File: src/common/pps_cfg.svh
// timing counts, field sizes and register map of the packet sequencer
`ifndef PPS_CFG_SVH
`define PPS_CFG_SVH
`define PPS_MODE_MAX 4'hD
`define PPS_CYC_NONE 8'h00
`define PPS_CYC_ONE_START 8'h0D
`define PPS_CYC_BOTH_START 8'h1D
`define PPS_CYC_SYNC_START 8'h14
`define PPS_CYC_EXIT 8'h03
`define PPS_CYC_IN_END 8'h16
`define PPS_PKT_MAX 7'h40
`define PPS_NBUF 2
`define PPS_REG_CTRL 4'h0
`define PPS_REG_PERIODS 4'h1
`define PPS_REG_STATUS 4'h2
`define PPS_REG_UNDERRUN 4'h3
`define PPS_REG_OVERRUN 4'h4
`define PPS_REG_IRQ_STAT 4'h5
`define PPS_REG_IRQ_MASK 4'h6
`define PPS_REG_FILL 4'h7
`endif

File: src/common/pps_pkg.sv
// types of the periodic packet sequencer
package pps_pkg;
  typedef enum logic [3:0] {
    no_exchange_mode = 4'h0,
    host_to_device_only_mode = 4'h1,
    upload_first_mode = 4'h2,
    upload_last_mode = 4'h3,
    independent_dual_first_mode = 4'h4,
    lockstep_dual_mode = 4'h5,
    download_first_upload_last_mode = 4'h6,
    fixed_pattern_only_mode = 4'h7
  } pps_mode_t;

  typedef struct packed {
    logic out_en;
    logic out_const;
    logic in_en;
    logic in_at_end;
    logic lockstep;
  } pps_dec_t;

  typedef enum logic [2:0] {
    ST_IDLE = 3'b000,
    ST_START = 3'b001,
    ST_USER = 3'b011,
    ST_END = 3'b010,
    ST_STALL_OUT = 3'b110,
    ST_STALL_IN = 3'b111
  } pps_state_t;
endpackage : pps_pkg

File: src/logic/pps_overhead.sv
// overhead countdown timer in instruction cycles
`timescale 1ns/1ps
module pps_overhead #(
  parameter int W = 8
) (
  input wire logic core_clk,
  input wire logic rst_n,
  input wire logic load,
  input wire logic [W-1:0] count,
  output logic busy
);
  logic [W-1:0] cnt_ff;
  always_ff @(posedge core_clk) begin
    if (!rst_n) begin
      cnt_ff <= '0;
    end else if (load) begin
      cnt_ff <= count;
    end else if (cnt_ff != '0) begin
      cnt_ff <= cnt_ff - 1'b1;
    end
  end
  assign busy = load | (cnt_ff != '0);
endmodule : pps_overhead

File: src/logic/pps_sequencer.sv
// periodic packet buffer sequencer: mode decode, buffer rotation, stalls
// Contract
// - mode 0..13 plus three tuning values
// - mode 0: no exchange, 0/3 cycles
// - download buffers serviced only at start
// - true download in modes 1,4,5,6
// - consumed download buffer freed, rotate
// - empty download buffer: stall, count underrun
// - upload serviced in 2-6, 8-13
// - upload before or after user program
// - filled upload buffer marked ready, rotate
// - unsent upload buffer: stall, count overrun
// - lockstep swap together, 20 cycles
// - overhead 13, 29 and 22 cycles
// - constant buffer read like true packets; modes 8,10,12 charge 26 start cycles (13+13), not 29
// - modes 8-13 constant plus upload
// - equal packet lengths, at most 64
`timescale 1ns/1ps
`include "pps_cfg.svh"
module pps_sequencer #(
  parameter int NBUF = `PPS_NBUF,
  parameter int CW = 16
) (
  input wire logic core_clk,
  input wire logic rst_n,
  input wire logic [3:0] reg_addr,
  input wire logic [31:0] reg_wdata,
  input wire logic reg_wr,
  input wire logic reg_rd,
  output logic [31:0] reg_rdata,
  input wire logic period_tick,
  input wire logic user_done,
  output logic user_go,
  input wire logic out_consumed,
  input wire logic in_filled,
  input wire logic host_out_fill,
  input wire logic host_in_drain,
  output logic [NBUF-1:0] out_free,
  output logic [NBUF-1:0] in_ready,
  output logic out_cur,
  output logic in_cur,
  output logic irq
);
  localparam int BW = (NBUF > 1) ? $clog2(NBUF) : 1;

  logic [3:0] mode_ff;
  logic run_ff;
  logic [7:0] out_per_ff, in_per_ff;
  logic [6:0] const_len_ff;
  logic [NBUF-1:0] out_full_ff, in_full_ff;
  logic [BW-1:0] out_idx_ff, in_idx_ff;
  logic [CW-1:0] under_ff, over_ff;
  logic [1:0] ist_ff, imask_ff;
  logic user_go_ff;
  pps_pkg::pps_state_t st_ff, nxt_st;

  // mode to direction flags
  function automatic pps_pkg::pps_dec_t dec_mode(input logic [3:0] m);
    pps_pkg::pps_dec_t d;
    d = '0;
    d.out_en = (m == 4'h1) || (m >= 4'h4 && m <= 4'h6);
    d.out_const = (m >= 4'h7 && m <= `PPS_MODE_MAX);
    d.in_en = (m >= 4'h2 && m <= 4'h6) || (m >= 4'h8 && m <= `PPS_MODE_MAX);
    d.in_at_end = (m == 4'h3) || (m == 4'h6) || (m >= 4'h9 && m[0]);
    d.lockstep = (m == 4'h5);
    return d;
  endfunction : dec_mode

  function automatic logic [BW-1:0] next_idx(input logic [BW-1:0] i);
    return (i == BW'(NBUF - 1)) ? '0 : i + 1'b1;
  endfunction : next_idx

  wire pps_pkg::pps_dec_t dm = dec_mode(mode_ff);
  wire out_live = dm.out_en;
  wire in_start = dm.in_en && !dm.in_at_end;
  wire in_last = dm.in_en && dm.in_at_end;
  // start overhead per mode; constant buffer part modelled as one-direction cost
  wire [7:0] start_cyc = dm.lockstep ? `PPS_CYC_SYNC_START :
    (out_live && in_start) ? `PPS_CYC_BOTH_START :
    ((out_live || in_start) && (dm.out_const && in_start)) ? `PPS_CYC_ONE_START + 8'h0D :
    (out_live || in_start || dm.out_const) ? `PPS_CYC_ONE_START : `PPS_CYC_NONE;
  wire [7:0] end_cyc = in_last ? `PPS_CYC_IN_END : `PPS_CYC_EXIT;

  // rotation decisions
  wire out_swap = out_live && out_consumed;
  wire [BW-1:0] out_nidx = out_swap ? next_idx(out_idx_ff) : out_idx_ff;
  wire in_swap = in_filled;
  wire [BW-1:0] in_nidx = in_swap ? next_idx(in_idx_ff) : in_idx_ff;
  wire at_start = (st_ff == pps_pkg::ST_IDLE) && run_ff && period_tick;
  wire at_end = (st_ff == pps_pkg::ST_USER) && user_done;
  wire do_out = at_start && out_live;
  wire do_in = (at_start && in_start) || (at_end && in_last);
  wire out_fill_hit = host_out_fill && (st_ff != pps_pkg::ST_STALL_OUT || 1'b1);
  wire out_empty_next = !out_full_ff[out_nidx];
  wire in_busy_next = in_full_ff[in_nidx] && !host_in_drain;
  wire under_ev = do_out && out_swap && out_empty_next && !host_out_fill;
  wire over_ev = do_in && in_swap && in_busy_next;
  wire timer_busy;
  wire timer_load = at_start || at_end;
  wire [7:0] timer_cnt = at_start ? start_cyc : end_cyc;

  pps_overhead #(.W(8)) u_ovh (
    .core_clk(core_clk),
    .rst_n(rst_n),
    .load(timer_load),
    .count(timer_cnt),
    .busy(timer_busy)
  );

  always_comb begin
    nxt_st = st_ff;
    unique case (st_ff)
      pps_pkg::ST_IDLE: if (at_start) nxt_st = under_ev ? pps_pkg::ST_STALL_OUT :
        (over_ev && in_start) ? pps_pkg::ST_STALL_IN : pps_pkg::ST_START;
      pps_pkg::ST_STALL_OUT: if (out_full_ff[out_idx_ff])
        nxt_st = in_start && in_full_ff[in_idx_ff] ? pps_pkg::ST_STALL_IN : pps_pkg::ST_START;
      pps_pkg::ST_STALL_IN: if (!in_full_ff[in_idx_ff])
        nxt_st = in_last ? pps_pkg::ST_END : pps_pkg::ST_START;
      pps_pkg::ST_START: if (!timer_busy) nxt_st = pps_pkg::ST_USER;
      pps_pkg::ST_USER: if (user_done) nxt_st = over_ev && in_last ?
        pps_pkg::ST_STALL_IN : pps_pkg::ST_END;
      pps_pkg::ST_END: if (!timer_busy) nxt_st = pps_pkg::ST_IDLE;
      default: nxt_st = pps_pkg::ST_IDLE;
    endcase
  end

  // register decode
  wire wr_ctrl = reg_wr && reg_addr == `PPS_REG_CTRL;
  wire wr_per = reg_wr && reg_addr == `PPS_REG_PERIODS;
  wire wr_ist = reg_wr && reg_addr == `PPS_REG_IRQ_STAT;
  wire wr_imask = reg_wr && reg_addr == `PPS_REG_IRQ_MASK;
  wire mode_ok = reg_wdata[3:0] <= `PPS_MODE_MAX;
  // lockstep with one count given copies it to both directions
  wire [7:0] w_out_per = reg_wdata[7:0];
  wire [7:0] w_in_per = reg_wdata[15:8];
  wire lock_w = mode_ff == 4'h5;
  wire [7:0] nxt_out_per = (lock_w && w_out_per == 8'h00) ? w_in_per : w_out_per;
  wire [7:0] nxt_in_per = (lock_w && w_in_per == 8'h00) ? w_out_per : w_in_per;
  wire [6:0] w_len = reg_wdata[22:16] > `PPS_PKT_MAX ? `PPS_PKT_MAX : reg_wdata[22:16];
  wire [31:0] rd_mux =
    reg_addr == `PPS_REG_CTRL ? {27'h0, run_ff, mode_ff} :
    reg_addr == `PPS_REG_PERIODS ? {9'h0, const_len_ff, in_per_ff, out_per_ff} :
    reg_addr == `PPS_REG_STATUS ? {29'h0, st_ff} :
    reg_addr == `PPS_REG_UNDERRUN ? 32'(under_ff) :
    reg_addr == `PPS_REG_OVERRUN ? 32'(over_ff) :
    reg_addr == `PPS_REG_IRQ_STAT ? {30'h0, ist_ff} :
    reg_addr == `PPS_REG_IRQ_MASK ? {30'h0, imask_ff} :
    reg_addr == `PPS_REG_FILL ? {16'h0, 8'(in_full_ff), 8'(out_full_ff)} : 32'h0;

  // per-buffer fill flags; a set wins over a clear on the same buffer
  logic [NBUF-1:0] nxt_out_full, nxt_in_full;
  always_comb begin
    nxt_out_full = out_full_ff;
    nxt_in_full = in_full_ff;
    if (do_out && out_swap && !dm.out_const) nxt_out_full[out_idx_ff] = 1'b0;
    if (host_out_fill && !out_full_ff[out_idx_ff]) nxt_out_full[out_idx_ff] = 1'b1;
    else if (host_out_fill) nxt_out_full[out_nidx] = 1'b1;
    if (host_in_drain) nxt_in_full[in_idx_ff] = 1'b0;
    if (do_in && in_swap) nxt_in_full[in_idx_ff] = 1'b1;
  end

  always_ff @(posedge core_clk) begin
    if (!rst_n) begin
      mode_ff <= 4'h0;
      run_ff <= 1'b0;
      out_per_ff <= 8'h00;
      in_per_ff <= 8'h00;
      const_len_ff <= 7'h00;
      imask_ff <= 2'h0;
    end else begin
      if (wr_ctrl && mode_ok) mode_ff <= reg_wdata[3:0];
      if (wr_ctrl) run_ff <= reg_wdata[4];
      if (wr_per) begin
        out_per_ff <= nxt_out_per;
        in_per_ff <= nxt_in_per;
        const_len_ff <= w_len;
      end
      if (wr_imask) imask_ff <= reg_wdata[1:0];
    end
  end

  always_ff @(posedge core_clk) begin
    if (!rst_n) begin
      st_ff <= pps_pkg::ST_IDLE;
      out_idx_ff <= '0;
      in_idx_ff <= '0;
      out_full_ff <= '0;
      in_full_ff <= '0;
    end else begin
      st_ff <= nxt_st;
      out_full_ff <= nxt_out_full;
      in_full_ff <= nxt_in_full;
      if (do_out) out_idx_ff <= out_nidx;
      if (do_in) in_idx_ff <= in_nidx;
    end
  end

  always_ff @(posedge core_clk) begin
    if (!rst_n) begin
      under_ff <= '0;
      over_ff <= '0;
      ist_ff <= 2'h0;
      reg_rdata <= 32'h0;
      user_go_ff <= 1'b0;
    end else begin
      if (under_ev) under_ff <= under_ff + 1'b1;
      if (over_ev) over_ff <= over_ff + 1'b1;
      ist_ff <= (ist_ff & ~(wr_ist ? reg_wdata[1:0] : 2'h0)) | {over_ev, under_ev};
      reg_rdata <= reg_rd ? rd_mux : 32'h0;
      user_go_ff <= (st_ff == pps_pkg::ST_START) && !timer_busy;
    end
  end

  assign user_go = user_go_ff;
  assign out_cur = out_idx_ff[0];
  assign in_cur = in_idx_ff[0];
  assign out_free = ~out_full_ff;
  assign in_ready = in_full_ff;
  assign irq = |(ist_ff & imask_ff);
  wire unused_ok = out_fill_hit;
endmodule : pps_sequencer

File: config.mk
export PLATFORM = sky130hd
export DESIGN_NAME = pps_sequencer
export DESIGN_NICKNAME = d
export VERILOG_FILES = /design/src/common/pps_pkg.sv /design/src/logic/pps_overhead.sv /design/src/logic/pps_sequencer.sv
export VERILOG_INCLUDE_DIRS = /design/src /design/src/common
export SDC_FILE = /design/constraint.sdc
export NUM_CORES = 1
export LEC_CHECK = 0
export BUFFER_PORTS_ARGS = -buffer_cell sky130_fd_sc_hd__buf_2
export CAP_MARGIN = 15
export CORE_ASPECT_RATIO = 0.9
export CORE_MARGIN = 3
export CORE_UTILIZATION = 57
export DETAILED_ROUTE_END_ITERATION = 10
export MAX_ROUTING_LAYER = met4
export PLACE_DENSITY = 0.8
export SLEW_MARGIN = 40
export SYNTH_ARGS = -nofsm -noshare
export SYNTH_HDL_FRONTEND = slang
export SYNTH_SLANG_ARGS = --single-unit
export TNS_END_PERCENT = 10
File: constraint.sdc
create_clock -name core_clk -period 2.5 [get_ports core_clk]
set_input_delay 0.25 -clock core_clk [delete_from_list [all_inputs] [get_ports core_clk]]
set_output_delay 0.25 -clock core_clk [all_outputs]
set_load 0.02 [all_outputs]
==> reports/qor.csv, run 1 <==
metric;value;unit
p_per_area;600;nW/µm²
ys_top_cells_by_area;dfxtp_1 (39%), a21oi_1 (7.4%), mux2i_1 (3.9%), nand2_1 (3.9%), nor2_1 (3.6%);
fmax;0.447;GHz
status;completed;
reg2reg_setup_slack;260;ps
synth_top_area_share;39.0;%
rows;33;
synth_warnings;0;
hold_viol_final;0;
p_sw_share;31.2;%
layoutNonFillerInstCount;822;
fin_setup_tns;0;ps
yosysUniqueCellTypes;74;
diodes;0;
irDropWorstVdd;0.308;mV
route.detailed.wl_per_inst;16.6;µm
reg2reg_from;mode_ff[3];
postCtsHoldBufs;0;
hp-class;input port to register;
insertion_delay;380;ps
ctsResizeCount;0;
synth-compound-area-share;21.8;%
regArea;2100;µm²
ff2ff_path_depth;5;
multi_input_area;3030;µm²
relSlewSlack;46.5;%
synth_mux_area_share;5.36;%
cts_setup_buffers;0;
dr_total_vias;5072;
critPathArrivalTime;2540;ps
finalWeightedCongestion;0.909;
grt_max_degree;51;
htree_levels;3;
power_switching;0.00112;W
synthFlopType;dfxtp_1;
grt_setup_unrepaired;false;
cts_tree;done;
ys_seq_elements;105;
dpl_cell_area;5770;µm²
finalCriticalPeriod;2240;ps
antenna_found_initial;0;
overflow;0;
synth.avg_cell_area;8.36;µm²
syn_inst;645;
end_kind;register;
fin_area;5950;µm²
grt_util_all_layers;26.4;%
grt_pass1_wl;22100;µm
numPortBuffers;67;
synth-edff-count;0;
yosysSeqAreaShare;39.0;%
post-route-util;65.0;%
hpwl;9870;µm
crit_path_start_kind;register;
timing.max_cap.violations;0;
drcViolationCount;0;
synthAdderAreaFrac;0.696;%
leakagePower;2.25;nW
path_class;register to register;
clk_path_buf_depth;2;
netlist_area;5390;µm²
fp.coreArea;9170;µm²
cts_buffers;9;
die_y;98.3;µm
die_w;109;µm
fillers;779;
period_share;89.5;%
vias_per_cell;6.17;
power_frac_seq;51.1;%
clk_pin_slew;110;ps
initial_core_util;58.8;%
ioPinCount;86;
timing.rr.end;over_ff[14];
fin_skew;12.0;ps
critPathRequiredTime;2810;ps
async_reset_ff_share;0;%
drv_slew;0;
synth_top_family_by_area;simple AND/OR/NAND/NOR gates;
setup_violations;0;
intPower;0.00246;W
drtAntennaViolNets;0;
clkPwrFrac;28.8;%
crit_fanout;18;
yosys.area_share.simple;24.8;%
p_comb_share;20.1;%
syn_to_final_growth;10.4;%
synth_commonest_cells;dfxtp_1 (105), a21oi_1 (80), nand2_1 (56);
root_buffer;clkbuf_8;
dr.first_iter.drc_count;513;
min_to;const_len_ff[5];
grt_pass1_vias;4480;
die_area;10700;µm²
dr.pass1.iters;5;
holdPathStages;3;
min_from;reg_wdata[21];
clock-sinks;105;
place_inst;806;
synth.most_common_cell;dfxtp_1;
tightest_slew;801;ps
finalWirelength;13700;µm
nNetsFinal;744;
synth-xor-area-share;2.76;%
yosys.area.top_type;dfxtp_1;
drive_gt1_share;16.9;%
## logic make-up after synthesis
logic type / count (synthesis)
AOI/OAI and AO/OA: 184
xor gates and xnor gates: 17
adders and majority gates: 3
buffers and inverters: 62
DFF: 105
muxes: 26
other: 1
and+or+nand+nor: 247
## worst max path at each step
stage / startpoint / depth (start not counted) / endpoint
after floorplan: u_ovh.cnt_ff[0] / 7 / st_ff[1]
after global placement: mode_ff[3] / 5 / over_ff[14]
after detailed placement: mode_ff[2] / 5 / over_ff[15]
after CTS: mode_ff[3] / 5 / over_ff[14]
after global routing: mode_ff[3] / 5 / over_ff[15]
final: mode_ff[3] / 5 / over_ff[14]
## final cells by class
cell class | count | share of cell area [%]
clock buffer | 10 | 2.14
clock inverter | 6 | 0.967
inverter | 11 | 0.693
multi-input combinational | 486 | 50.8
sequential | 105 | 35.3
tap | 122 | 2.56
timing repair buffer | 82 | 7.52
## state kept, by name, indices dropped and copies added (netlist names), 3 cells and up
| name | flops |
|---|---|
| in_per_ff | 8 |
| over_ff | 16 |
| out_per_ff | 8 |
| reg_rdata | 23 |
| const_len_ff | 7 |
| u_ovh.cnt_ff | 8 |
| mode_ff | 4 |
| st_ff | 3 |
| under_ff | 16 |
## worst max-delay path, stage by stage (launching register included)
cell      delay [ps]
dfxtp_1          650
nand2b_1         170
a21boi_1         330
o211ai_2         400
a211oi_1         390
mux2i_1          220
## cells in the final DEF, fill, tap and decap left out, types with 6 or more instances in the layout
cell,synthesis,routed
conb_1,1,9
dfxtp_1,105,105
a22oi_1,14,14
nor2_1,52,52
nand3_1,19,19
clkbuf_8,0,9
and2_1,15,15
nor4_1,9,9
mux2i_1,21,21
nand3b_1,9,9
nand2_1,56,56
buf_4,12,15
nand2b_1,24,24
o211ai_1,7,7
xor2_1,8,8
a211oi_1,9,9
xnor2_1,9,9
nor3_1,11,11
and3_1,6,6
a21oi_1,80,80
inv_1,11,11
o21ai_0,25,25
nand4_1,16,16
buf_2,15,67
## stage by stage
step	hold slack (ps)	power [W]	setup WS [ps]
after floorplan	386	0.00241	592
after global placement	433	0.00254	477
after detailed placement	441	0.00257	390
after CTS	127	0.00357	348
after global routing	121	0.00373	48.4
final	134	0.00357	262
## layer usage
metal | track usage (%) | routed length, µm
met3 | 6.08 | 1310
met1 | 37.5 | 6240
met2 | 37.7 | 5940
met5 | - | 0
met4 | 6.89 | 178
## power groups by stage
stage                     Clock, W  Combinational, W  Sequential (W)
after floorplan                  0          0.000579         0.00183
after global placement           0          0.000687         0.00185
after detailed placement         0          0.000711         0.00186
after CTS                  0.00104          0.000713         0.00182
after global routing       0.00110          0.000793         0.00184
final                      0.00103          0.000719         0.00182
(Power assumes the default switching activity.)
==> inputs of run 2 (changes only) <==
CORE_UTILIZATION = 44   (was 57)
PLACE_DENSITY = not set   (was 0.8)
==> reports/qor.csv, run 2 (synthesis gave the netlist of run 1 again) <==
metric;value;unit
fmax;0.445;GHz
critPathArrivalTime;2530;ps
overflow;0;
timing.max_cap.violations;0;
crit_fanout;9;
p_per_area;643;nW/µm²
htree_levels;3;
drtAntennaViolNets;0;
grt_setup_unrepaired;false;
clock-sinks;105;
grt_pass1_wl;23400;µm
grt_util_all_layers;21.7;%
largest-register;reg_rdata;
insertion_delay;360;ps
use_met2;29.8;%
syn_to_final_growth;13.8;%
grt.met1_usage;32.8;%
min_from;reg_wdata[19];
clk_path_buf_depth;2;
drv_slew;0;
irDropWorstVdd;0.318;mV
numPortBuffers;67;
layoutNonFillerInstCount;859;
hp-class;input port to register;
relSlewSlack;43.7;%
drcViolationCount;0;
finalWeightedCongestion;0.878;
cts_tree;done;
dr.pass1.iters;5;
initial_core_util;46.1;%
die_area;13600;µm²
fin_setup_tns;0;ps
route.detailed.wl_per_inst;16.7;µm
leakagePower;2.31;nW
power;0.00395;W
fp.coreArea;11700;µm²
end_kind;register;
fillers;1141;
drive_gt1_share;17.4;%
hold_viol_final;0;
post-route-util;52.4;%
grt_pass1_vias;4540;
reg2reg_setup_slack;250;ps
dr_total_vias;5006;
finalWirelength;14300;µm
grt_max_degree;50;
finalCriticalPeriod;2250;ps
critPathRequiredTime;2780;ps
die_y;111;µm
reg2reg_from;out_cur;
nNetsFinal;747;
diodes;0;
ctsResizeCount;0;
use_met3;3.62;%
vias_per_cell;5.83;
holdWs;164;ps
ioPinCount;86;
mostFrequentLayoutCell;dfxtp_1;
holdPathStages;3;
postCtsHoldBufs;0;
path_class;register to register;
setup_violations;0;
crit_path_start_kind;register;
clk_pin_slew;80;ps
hpwl;10400;µm
root_buffer;clkbuf_16;
cts_buffers;9;
fin_skew;9.23;ps
timing.rr.end;under_ff[15];
min_to;const_len_ff[3];
period_share;89.8;%
largest_reg_flops;23;
die_w;123;µm
place_inst;843;
final_cell_mix;dfxtp_1 (105), a21oi_1 (80), buf_2 (67);
cts_setup_buffers;0;
status;completed;
tightest_slew;842;ps
rows;37;
dr.first_iter.drc_count;532;
ff2ff_path_depth;5;
antenna_found_initial;0;
grt_busiest_layer;met1;
reg.largest.list;reg_rdata x23, over_ff x16, under_ff x16;
run 2: cell count changes in the layout (fill, tap and decap cells not counted), sizes merged:
cell,previous run,this run
clkinvlp,0,3
buf,82,85
clkbuf,10,9
inv,15,13
run 2: worst max-delay path by stage:
stage,startpoint,endpoint,slack (ps),cells past startpoint
floorplan,u_ovh.cnt_ff[0],st_ff[1],590,7
global placement,out_cur,under_ff[15],390,5
detailed placement,out_cur,under_ff[15],310,5
CTS,out_cur,under_ff[15],270,5
global route,out_cur,under_ff[15],80,5
finish,out_cur,under_ff[15],250,5
run 2: critical path: stages, from the launching register on:
cell	delay, ps
dfxtp_1	490
nor2b_1	80
a211oi_1	580
nand4_1	470
nor3_1	330
mux2i_1	220
run 2: per-layer routing:
| layer | up-vias | share of wire (%) |
|---|---|---|
| met1 | 2353 | 50 |
| met5 | - | 0 |
| met3 | 19 | 7.3 |
| met2 | 211 | 41 |
| met4 | 0 | 1.4 |
| li1 | 2423 | - |
run 2: through the flow:
step | area, µm² | setup slack [ps]
2_1_floorplan | 5420 | 592
3_3_place_gp | 5850 | 387
3_5_place_dp | 5850 | 309
4_1_cts | 6140 | 273
5_1_grt | 6140 | 80.8
6_report | 6140 | 255
run 2: area by class of cell:
cell class / count / area [µm²] / share of cell area [%]
Timing Repair Buffer: 85 / 483 / 7.87
Tap cell: 156 / 195 / 3.18
Clock inverter: 7 / 65.1 / 1.06
Inverter: 11 / 41.3 / 0.673
Sequential cell: 105 / 2100 / 34.3
Multi-Input combinational cell: 486 / 3030 / 49.3
Clock buffer: 9 / 225 / 3.67
run 2: report_power, final:
part / internal (W) / switching, W
Combinational: 0.000332 / 0.000400
Clock: 0.000694 / 0.000699
Sequential: 0.00174 / 0.0000864
